[config.mk]
export PLATFORM = sky130hd
export DESIGN_NAME = cbcs_bus_cycle
export DESIGN_NICKNAME = d
export VERILOG_FILES = /design/src/cbcs_bus_cycle.v /design/src/cbcs_pfld_pipe.v
export VERILOG_INCLUDE_DIRS = /design/src
export SDC_FILE = /design/constraint.sdc
export NUM_CORES = 1
export LEC_CHECK = 0
export BUFFER_PORTS_ARGS = -buffer_cell sky130_fd_sc_hd__buf_2
export CAP_MARGIN = 20
export CORE_MARGIN = 2
export CORE_UTILIZATION = 31
export DETAILED_ROUTE_END_ITERATION = 8
export PLACE_DENSITY_LB_ADDON = 0.3
export SETUP_SLACK_MARGIN = 0.4
export SLEW_MARGIN = 20
export SYNTH_ARGS = -nofsm -noshare
export SYNTH_HDL_FRONTEND = slang
export SYNTH_SLANG_ARGS = --single-unit
[constraint.sdc]
create_clock -name clk -period 2.3 [get_ports clk]
set_input_delay 0 -clock clk [delete_from_list [all_inputs] [get_ports clk]]
set_output_delay 0 -clock clk [all_outputs]
set_load 0.01 [all_outputs]
[src/cbcs_regs.vh]
// Behaviour
// - encode cycle type on three definition outputs
// - sideband outputs always driven, others tristate
// - float bus on hold ack or backoff
// - pipelined load hit-modified forwards cached data
// - pipelined load never allocates data cache
// - names ending _n are active low
// - memory data cycles carry page and subtype
// - line fill four beats, 128-bit two
// - cycle start strobe lasts exactly one clock
`ifndef CBCS_REGS_VH
`define CBCS_REGS_VH
`define CBCS_CYC_INTA      3'h0
`define CBCS_CYC_SPECIAL   3'h1
`define CBCS_CYC_IO_RD     3'h2
`define CBCS_CYC_IO_WR     3'h3
`define CBCS_CYC_CODE_RD   3'h4
`define CBCS_CYC_RSVD      3'h5
`define CBCS_CYC_MEM_RD    3'h6
`define CBCS_CYC_MEM_WR    3'h7
`define CBCS_SUB_NORMAL    2'h0
`define CBCS_SUB_PFLD      2'h1
`define CBCS_SUB_PDIR      2'h2
`define CBCS_SUB_PTBL      2'h3
`define CBCS_SUB_WTHRU     2'h0
`define CBCS_SUB_WBACK     2'h1
`define CBCS_BEATS_LINE    3'h4
`define CBCS_BEATS_QUAD    3'h2
`define CBCS_BEATS_SINGLE  3'h1
`define CBCS_PIPE_DEPTH    3
`endif

[src/cbcs_bus_cycle.v]
`timescale 1ns/1ps
`include "cbcs_regs.vh"
module cbcs_bus_cycle #(
    parameter DW = 64
) (
    input  wire          clk,
    input  wire          reset_n,
    input  wire          req_valid,
    input  wire [2:0]    req_type,
    input  wire [1:0]    req_subtype,
    input  wire          req_len128,
    input  wire          req_cacheable,
    input  wire [7:0]    req_byte_en,
    input  wire          req_pfld,
    input  wire          dc_hit_modified,
    input  wire [DW-1:0] dc_data,
    input  wire          hold,
    input  wire          bus_backoff_n,
    input  wire          burst_ready_n,
    input  wire          cache_permit_n,
    input  wire [DW-1:0] bus_data_in,
    input  wire          bus_request_in,
    input  wire          snoop_match_in,
    input  wire          snoop_dirty_in,
    input  wire          atomic_in,
    input  wire          parity_err_in,
    output reg           req_ready,
    output reg           cycle_start_n,
    output reg           cycle_start_n_oe_n,
    output reg           mem_or_io,
    output reg           data_or_code,
    output reg           write_or_read,
    output reg           page_walk_cycle,
    output reg           transfer_subtype,
    output reg           double_width_len,
    output reg           cache_n,
    output reg  [7:0]    byte_lane_select_n,
    output reg           bus_group_oe_n,
    output reg           hold_acknowledge,
    output reg           bus_request_out,
    output reg           snoop_match_n,
    output reg           snoop_match_dirty_n,
    output reg           atomic_n,
    output reg           parity_error_out_n,
    output reg           pfld_valid,
    output reg  [DW-1:0] pfld_data,
    output reg           dc_alloc
);
    localparam S_IDLE = 2'h0;
    localparam S_ADDR = 2'h1;
    localparam S_DATA = 2'h2;
    reg [1:0] state_q;
    reg [1:0] state_d;
    reg [2:0] beats_q;
    reg       backoff_q;
    reg       pfld_q;
    reg       cur_mem_rd_q;
    wire      pipe_vld;
    wire [DW-1:0] pipe_data;
    wire      backoff = ~bus_backoff_n;
    wire      float_now = hold_acknowledge | backoff;
    wire      beat = (state_q == S_DATA) & ~burst_ready_n & ~backoff;
    wire      pf_hit = req_valid & req_ready & req_pfld & dc_hit_modified;

    function [2:0] cbcs_beats;
        input ln;
        input cch;
        input knp;
        begin
            if (cch & ~knp)
                cbcs_beats = `CBCS_BEATS_LINE;
            else if (ln)
                cbcs_beats = `CBCS_BEATS_QUAD;
            else
                cbcs_beats = `CBCS_BEATS_SINGLE;
        end
    endfunction

    cbcs_pfld_pipe #(.DW(DW)) u_pipe (
        .clk       (clk),
        .reset_n   (reset_n),
        .push      (pf_hit | (pfld_q & beat)),
        .push_data (pf_hit ? dc_data : bus_data_in),
        .pop_valid (pipe_vld),
        .pop_data  (pipe_data)
    );

    always @* begin
        state_d = state_q;
        case (state_q)
            S_IDLE: begin
                if (req_valid & req_ready & ~pf_hit & ~float_now)
                    state_d = S_ADDR;
            end
            S_ADDR: begin
                state_d = S_DATA;
            end
            S_DATA: begin
                if (beat & (beats_q == 3'h1))
                    state_d = S_IDLE;
            end
            default: begin
                state_d = S_IDLE;
            end
        endcase
    end

    wire hold_grant = hold & (state_q == S_IDLE);
    wire start      = (state_q == S_IDLE) & (state_d == S_ADDR);

    // control state; inputs taken synchronously, reset asynchronous
    always @(posedge clk or negedge reset_n) begin
        if (!reset_n) begin
            state_q   <= S_IDLE;
            backoff_q <= 1'b0;
            req_ready <= 1'b0;
        end else begin
            backoff_q <= backoff;
            req_ready <= (state_d == S_IDLE) & ~float_now & ~hold;
            if (backoff && state_q != S_IDLE) begin
                state_q <= S_IDLE;
            end else begin
                state_q <= state_d;
            end
        end
    end

    // always-driven sideband, active low where _n
    always @(posedge clk or negedge reset_n) begin
        if (!reset_n) begin
            bus_request_out     <= 1'b0;
            snoop_match_n       <= 1'b1;
            snoop_match_dirty_n <= 1'b1;
            atomic_n            <= 1'b1;
            parity_error_out_n  <= 1'b1;
        end else begin
            bus_request_out     <= bus_request_in;
            snoop_match_n       <= ~snoop_match_in;
            snoop_match_dirty_n <= ~snoop_dirty_in;
            atomic_n            <= ~atomic_in;
            parity_error_out_n  <= ~parity_err_in;
        end
    end

    // float on hold ack or backoff, strobe a clock later on backoff
    always @(posedge clk or negedge reset_n) begin
        if (!reset_n) begin
            hold_acknowledge   <= 1'b0;
            bus_group_oe_n     <= 1'b0;
            cycle_start_n_oe_n <= 1'b0;
        end else begin
            hold_acknowledge   <= hold_grant;
            bus_group_oe_n     <= float_now | hold_grant;
            cycle_start_n_oe_n <= hold_grant | hold_acknowledge | (backoff & backoff_q);
        end
    end

    // strobe and cycle definition, latched at cycle start
    always @(posedge clk or negedge reset_n) begin
        if (!reset_n) begin
            cycle_start_n      <= 1'b1;
            mem_or_io          <= 1'b0;
            data_or_code       <= 1'b0;
            write_or_read      <= 1'b0;
            page_walk_cycle    <= 1'b0;
            transfer_subtype   <= 1'b0;
            double_width_len   <= 1'b0;
            cache_n            <= 1'b1;
            byte_lane_select_n <= 8'hFF;
        end else begin
            cycle_start_n <= ~start;
            if (start) begin
                {mem_or_io, data_or_code, write_or_read} <= req_type;
                if (req_type == `CBCS_CYC_MEM_RD || req_type == `CBCS_CYC_MEM_WR) begin
                    {page_walk_cycle, transfer_subtype} <= req_subtype;
                end else begin
                    {page_walk_cycle, transfer_subtype} <= 2'h0;
                end
                double_width_len   <= req_len128;
                cache_n            <= ~(req_cacheable & ~req_pfld);
                byte_lane_select_n <= ~req_byte_en;
            end
        end
    end

    // beat count, set at start and trimmed when no line fill
    always @(posedge clk or negedge reset_n) begin
        if (!reset_n) begin
            beats_q      <= 3'h0;
            pfld_q       <= 1'b0;
            cur_mem_rd_q <= 1'b0;
        end else begin
            if (start) begin
                beats_q      <= cbcs_beats(req_len128, req_cacheable & ~req_pfld, 1'b0);
                pfld_q       <= req_pfld;
                cur_mem_rd_q <= (req_type == `CBCS_CYC_MEM_RD);
            end else if (state_q == S_ADDR) begin
                if (cache_n | cache_permit_n) begin
                    beats_q <= cbcs_beats(double_width_len, 1'b0, 1'b1);
                end
            end else if (beat) begin
                beats_q <= beats_q - 3'h1;
            end
        end
    end

    // load pipe output and cache allocation pulse
    always @(posedge clk or negedge reset_n) begin
        if (!reset_n) begin
            pfld_valid <= 1'b0;
            pfld_data  <= {DW{1'b0}};
            dc_alloc   <= 1'b0;
        end else begin
            pfld_valid <= pipe_vld;
            pfld_data  <= pipe_data;
            // fills allocate only when not pipelined load
            dc_alloc   <= beat & cur_mem_rd_q & ~pfld_q & ~cache_n & ~cache_permit_n;
        end
    end
endmodule

[src/cbcs_pfld_pipe.v]
`timescale 1ns/1ps
`include "cbcs_regs.vh"
module cbcs_pfld_pipe #(
    parameter DW = 64
) (
    input  wire          clk,
    input  wire          reset_n,
    input  wire          push,
    input  wire [DW-1:0] push_data,
    output wire          pop_valid,
    output wire [DW-1:0] pop_data
);
    reg [DW-1:0] stage_q [0:`CBCS_PIPE_DEPTH-1];
    reg [`CBCS_PIPE_DEPTH-1:0] vld_q;
    integer i;
    // three-stage load pipe, shifts on each push
    always @(posedge clk or negedge reset_n) begin
        if (!reset_n) begin
            vld_q <= {`CBCS_PIPE_DEPTH{1'b0}};
            for (i = 0; i < `CBCS_PIPE_DEPTH; i = i + 1)
                stage_q[i] <= {DW{1'b0}};
        end else if (push) begin
            vld_q    <= {vld_q[`CBCS_PIPE_DEPTH-2:0], 1'b1};
            stage_q[0] <= push_data;
            for (i = 1; i < `CBCS_PIPE_DEPTH; i = i + 1)
                stage_q[i] <= stage_q[i-1];
        end
    end
    assign pop_valid = vld_q[`CBCS_PIPE_DEPTH-1] & push;
    assign pop_data  = stage_q[`CBCS_PIPE_DEPTH-1];
endmodule

**Yosys cells after proc, flatten, opt, wreduce, memory -nomap -nowiden**

Index checks and enable logic that the tools add are counted.

- Bits in registers: 294
- Input port bits: 157
- Logic and storage cells: 101

- Add/subtract/negate cells: 1
- Equal/unequal tests: 7
- Multiplexer cells: 14
- Bitwise gates (word level): 42
- Reductions and logical operators: 7

Operators with widths:

| operator | number |
|---|---|
| $mux W64 | 1 |
| $and A1 B1 Y1 | 20 |
| $mux W3 | 5 |
| $not A1 Y1 | 15 |
| $mux W2 | 5 |
| $not A8 Y8 | 1 |
| $eq A3 B3 Y1 const B | 2 |
| $or A1 B1 Y1 | 6 |
| $pmux W2 S3 | 1 |
| $eq A2 B1 Y1 const B | 2 |
| $logic_not A2 Y1 | 2 |
| $eq A3 B1 Y1 const B | 1 |
| $ne A3 B2 Y1 const B | 1 |
| $reduce_bool A3 Y1 | 1 |
| $sub A3 B1 Y3 const B | 1 |
| $eq A2 B2 Y1 const B | 1 |
| $mux W1 | 2 |
| $reduce_and A2 Y1 | 1 |
| $reduce_bool A2 Y1 | 1 |
| $logic_and A1 B1 Y1 | 1 |
| $logic_or A1 B1 Y1 | 1 |

**Longest topological paths before layout**

- Word-level depth: 12
- Mapped depth: 7
- Mapped depth without buffers: 5

**Cells and area by module**

Synthesis repeated with hierarchy kept, for this count alone.

- Cell total of the unflattened synthesis: 739
- Area, all modules: 12125.4 um2

By module, submodules not included:

| module | instances | cells an instance | area an instance (um2) |
|---|---|---|---|
| cbcs_pfld_pipe | 1 | 477 | 8291.7 |
| cbcs_bus_cycle | 1 | 262 | 3833.7 |

**Worst setup path before layout**

OpenSTA, ideal clock, no wires.

- Path type: reg2reg
- From: register state_q[1]
- To: register u_pipe.stage_q (netlist bit u_pipe.pop_data[0])
- Arrival: 1571 ps
- Slack: 604 ps
- Stages on the path, launching flop included: 7
- Path buffers: 3
- Period minus slack after synthesis: 1696 ps
- Path through: dfrtp_1 nor4bb_1 buf_4 a21boi_4 buf_6 buf_6 mux2_4

- Cells in the longest elaborated chain, start to end: 5

RTL lines:

| what | RTL line | text |
|---|---|---|
| start, declared | cbcs_bus_cycle.v:52 | `reg [1:0] state_q;` |
| start signal, assigned | cbcs_bus_cycle.v:123 | `state_q <= state_d;` |
| $eq A2 B2 Y1 | cbcs_bus_cycle.v:62 | `wire beat = (state_q == S_DATA) & ~burst_ready_n & ~backoff;` |
| $and A1 B1 Y1 (2 in series) | cbcs_bus_cycle.v:62 |  |
| $and A1 B1 Y1 | cbcs_bus_cycle.v:82 | `.push (pf_hit \| (pfld_q & beat)),` |
| $or A1 B1 Y1 | cbcs_bus_cycle.v:82 |  |
| end signal, assigned by index | cbcs_pfld_pipe.v:21 | `stage_q[i] <= {DW{1'b0}};` |
| end signal, assigned by index | cbcs_pfld_pipe.v:26 | `stage_q[i] <= stage_q[i-1];` |
| end, declared | cbcs_pfld_pipe.v:13 | `` reg [DW-1:0] stage_q [0:`CBCS_PIPE_DEPTH-1]; `` |

No other way between the ends.
A chain may end at the register's enable or synchronous reset.

**Final worst setup path**

- From: register state_q[1]
- To: register u_pipe.stage_q (netlist bit u_pipe.pop_data[20])

Same word-level chain as after synthesis.

==> metrics.md <==
| Metric | Value |
|---|---|
| Setup TNS | `0 ps` |
| Worst r2r dst | `u_pipe.pop_data[20]$_DFFE_PN0N_` |
| Sequential share of the synthesized area | `65.7%` |
| Core Rows | `69` |
| IO Count | `248` |
| Initial DRC Count | `249` |
| Area added between synthesis and finish | `43.9%` |
| Asr flop ratio synth | `100%` |
| Vias post-DR | `7182` |
| Post-route DRC | `0` |
| Worst Setup SP | `state_q[1]$_DFF_PN0_` |
| Proportion of netlist area held by the largest area contributor | `62.5%` |
| # diodes | `0` |
| Power density cells | `820 nW/µm²` |
| CTS H-tree depth | `2` |
| Post-synth top flop | `dfrtp_1` |
| Starting Density | `31.5%` |
| Worst Skew | `15.3 ps` |
| Critical path destination | `u_pipe.pop_data[20]$_DFFE_PN0N_` |
| Status | `complete, no violations` |
| Slew HR | `40.1%` |
| Synth Net Count | `903` |
| Detail Placement HPWL | `14800 µm` |
| Least-Margin Pin Slew | `886 ps` |
| Max-slew violation count | `0` |
| Post-synth EDFFs | `0` |
| Minimum clock period | `1850 ps` |
| Total congestion overflow | `0` |
| Reg2Reg Setup Slack | `450 ps` |
| Crit Path Class | `flip-flop to flip-flop` |
| Reg clk slew, reported paths | `60 ps` |
| Max FO, Critical Path | `31` |
| Max Root-Sink Buffers | `3` |
| Final instance area | `16100 µm²` |
| Die area | `37700 µm²` |
| Crit path DAT | `2240 ps` |
| Hold WC Path Type | `input pin to asynchronous set/reset pin` |
| Routed wire length per instance | `15.0 µm` |
| CP Capture Type | `flip-flop` |
| Required @ worst endpoint | `2680 ps` |
| P_leak | `8.85 nW` |
| Final Setup Violations | `0` |
| CP startpoint kind | `flip-flop` |
| FF/Latch Area | `7380 µm²` |
| CTS tree | `yes` |
| Commonest cells post-synth | `280 x dfrtp_1, 100 x mux2_4, 81 x nand2_1` |
| CTS buffer count | `35` |
| Max-cap violations | `0` |
| Fmax | `539 MHz` |
| GP Congestion | `0.732` |
| Antenna-violating nets left | `0` |
| Synth top area cells | `dfrtp_1 62%, mux2_4 13%, mux2i_1 5.7%, o21ai_0 3.5%, mux2_2 3.4%` |
| Root buf cell | `clkbuf_16` |
| Hold Fails Final Rpt | `0` |
| Synth Register Bits | `294` |
| Synth cell types | `34` |
| Largest net degree at the start of global routing | `68` |
| RSZ-0062 raised after global routing | `yes` |
| Die width | `194 µm` |
| Worst-Skew Late Latency | `510 ps` |
| Max IR drop VDD | `0.000601 V` |
| Cell Area, Synth | `11200 µm²` |
| Gr usage total | `13.4%` |
| Die height | `194 µm` |
| First-pass GRT wire length | `40700 µm` |
| Share of cells above drive strength 1 | `40.7%` |
| Drt pass-1 iters | `4` |
| Reg2Reg Depth | `6` |
| Placement Cell Area | `13100 µm²` |
| DR vias/cell | `4.30` |
| Mapped Cells | `744` |
| Area leader, netlist | `dfrtp_1` |
| Final #Nets | `1341` |
| FILL cells | `3209` |
| Clk sinks | `294` |
| Area of the multi-input gates | `3540 µm²` |
| Critical R2R Launch | `state_q[1]$_DFF_PN0_` |
| Total detailed-routing wirelength | `25000 µm` |
| Yosys warns | `0` |
| Count leader, synth | `dfrtp_1` |
| IO buf count | `247` |
| Initial antenna violation count | `0` |
| Vias in the first global route | `7775` |
| Avg Inst Size Synth | `15.1 µm²` |
| Period Utilization, post-route | `80.6%` |
| Core area | `35600 µm²` |
area by class of cell:
| cell class | count | share of cell area (%) |
|---|---|---|
| inverters | 10 | 0.232 |
| flip-flops and latches | 294 | 45.7 |
| clock buffers | 48 | 6.42 |
| well taps | 461 | 3.57 |
| clock inverters | 15 | 1.29 |
| repair buffers | 440 | 20.8 |
| multi-input cells | 401 | 21.9 |
routing by layer:
metal,vias to the layer above,part of all wire [%],wire [µm],track usage [%]
met5,-,0,0,0
met4,0,3.6,911,6.06
met3,68,4.3,1080,2.84
met2,176,49,12200,22.0
met1,3472,43,10900,16.9
li1,3466,-,-,-
critical path: stages, from the launching register on:
cell and delay, ps:
dfrtp_2 440, nor4bb_1 130, buf_4 170, a21boi_4 240, buf_12 200, buf_12 210, mux2_4 310
report_power, final:
group / total [mW] / switching (mW) / internal, mW / leakage (nW)
Sequential: 6.06 / 0.305 / 5.76 / 3.93
Combinational: 1.35 / 0.541 / 0.811 / 4.30
Clock: 5.83 / 2.11 / 3.72 / 0.613
sequential cells by signal, indices dropped and copies added, names as in the netlist, 2 cells and up:
signal / count
u_pipe.stage_q: 128
beats_q: 3
pfld_data: 64
state_q: 2
u_pipe.vld_q: 3
byte_lane_select_n: 8
u_pipe.pop_data: 64
logic make-up after synthesis:
kind of cell	Yosys count	share of synthesized area, %
compound gates	93	4.54
fa+ha+maj	2	0.223
buf+inv	49	2.77
flops	294	65.7
mux	198	22.5
simple gates	108	4.24
per-stage QoR:
step	util [%]	std cells	hold WS (ps)	worst slack, ps	power (mW)
floorplan	-	744	-296	604	6.73
detailed placement	36.8	1434	24.8	359	7.30
CTS	45.1	1664	61.9	433	13.4
finish	45.4	1669	63.0	446	13.2
global placement	36.8	1434	18.8	392	7.25
global route	45.4	1669	96.9	383	13.9
worst min path at each step:
stage	end	slack, ps
floorplan	backoff_q$_DFF_PN0_	-300
global placement	u_pipe.stage_q[139]$_DFFE_PN0N_	20
detailed placement	u_pipe.stage_q[139]$_DFFE_PN0N_	20
CTS	u_pipe.pop_data[24]$_DFFE_PN0N_	60
global route	u_pipe.stage_q[139]$_DFFE_PN0N_	100
finish	u_pipe.stage_q[139]$_DFFE_PN0N_	60
repair_timing:
item,CTS,global route
pin swaps,1,0
gates resized for setup,1,3
endpoints found under the setup margin,81,76
endpoints found under the hold margin,331,0
buffers inserted,7,3
hold buffers,158,0
cloned,2,2
cell usage in the layout (no fill, tap or decap), drive strengths merged:
cell,netlist,routed
a211oi,1,1
nand4,3,3
buf,29,278
nand3,3,3
dfrtp,280,280
nor3,2,2
dfstp,14,14
o32a,1,1
o21ai,78,78
dlygate4sd3,0,158
and2,1,1
nor2b,5,5
nor4b,3,3
o31ai,1,1
a2bb2oi,1,1
inv,10,10
nand2b,3,3
bufinv,0,5
clkinv,0,8
nor4bb,1,1
o22a,1,1
clkbuf,10,50
o21bai,2,2
and4b,1,1
nor2,5,5
nand2,81,81
o2bb2ai,1,1
mux2i,64,64
a21oi,5,5
ha,2,2
a21boi,1,1
bufbuf,0,2
clkinvlp,0,2
o32ai,1,1
mux2,134,134
Power figures use the tool's default switching activity.
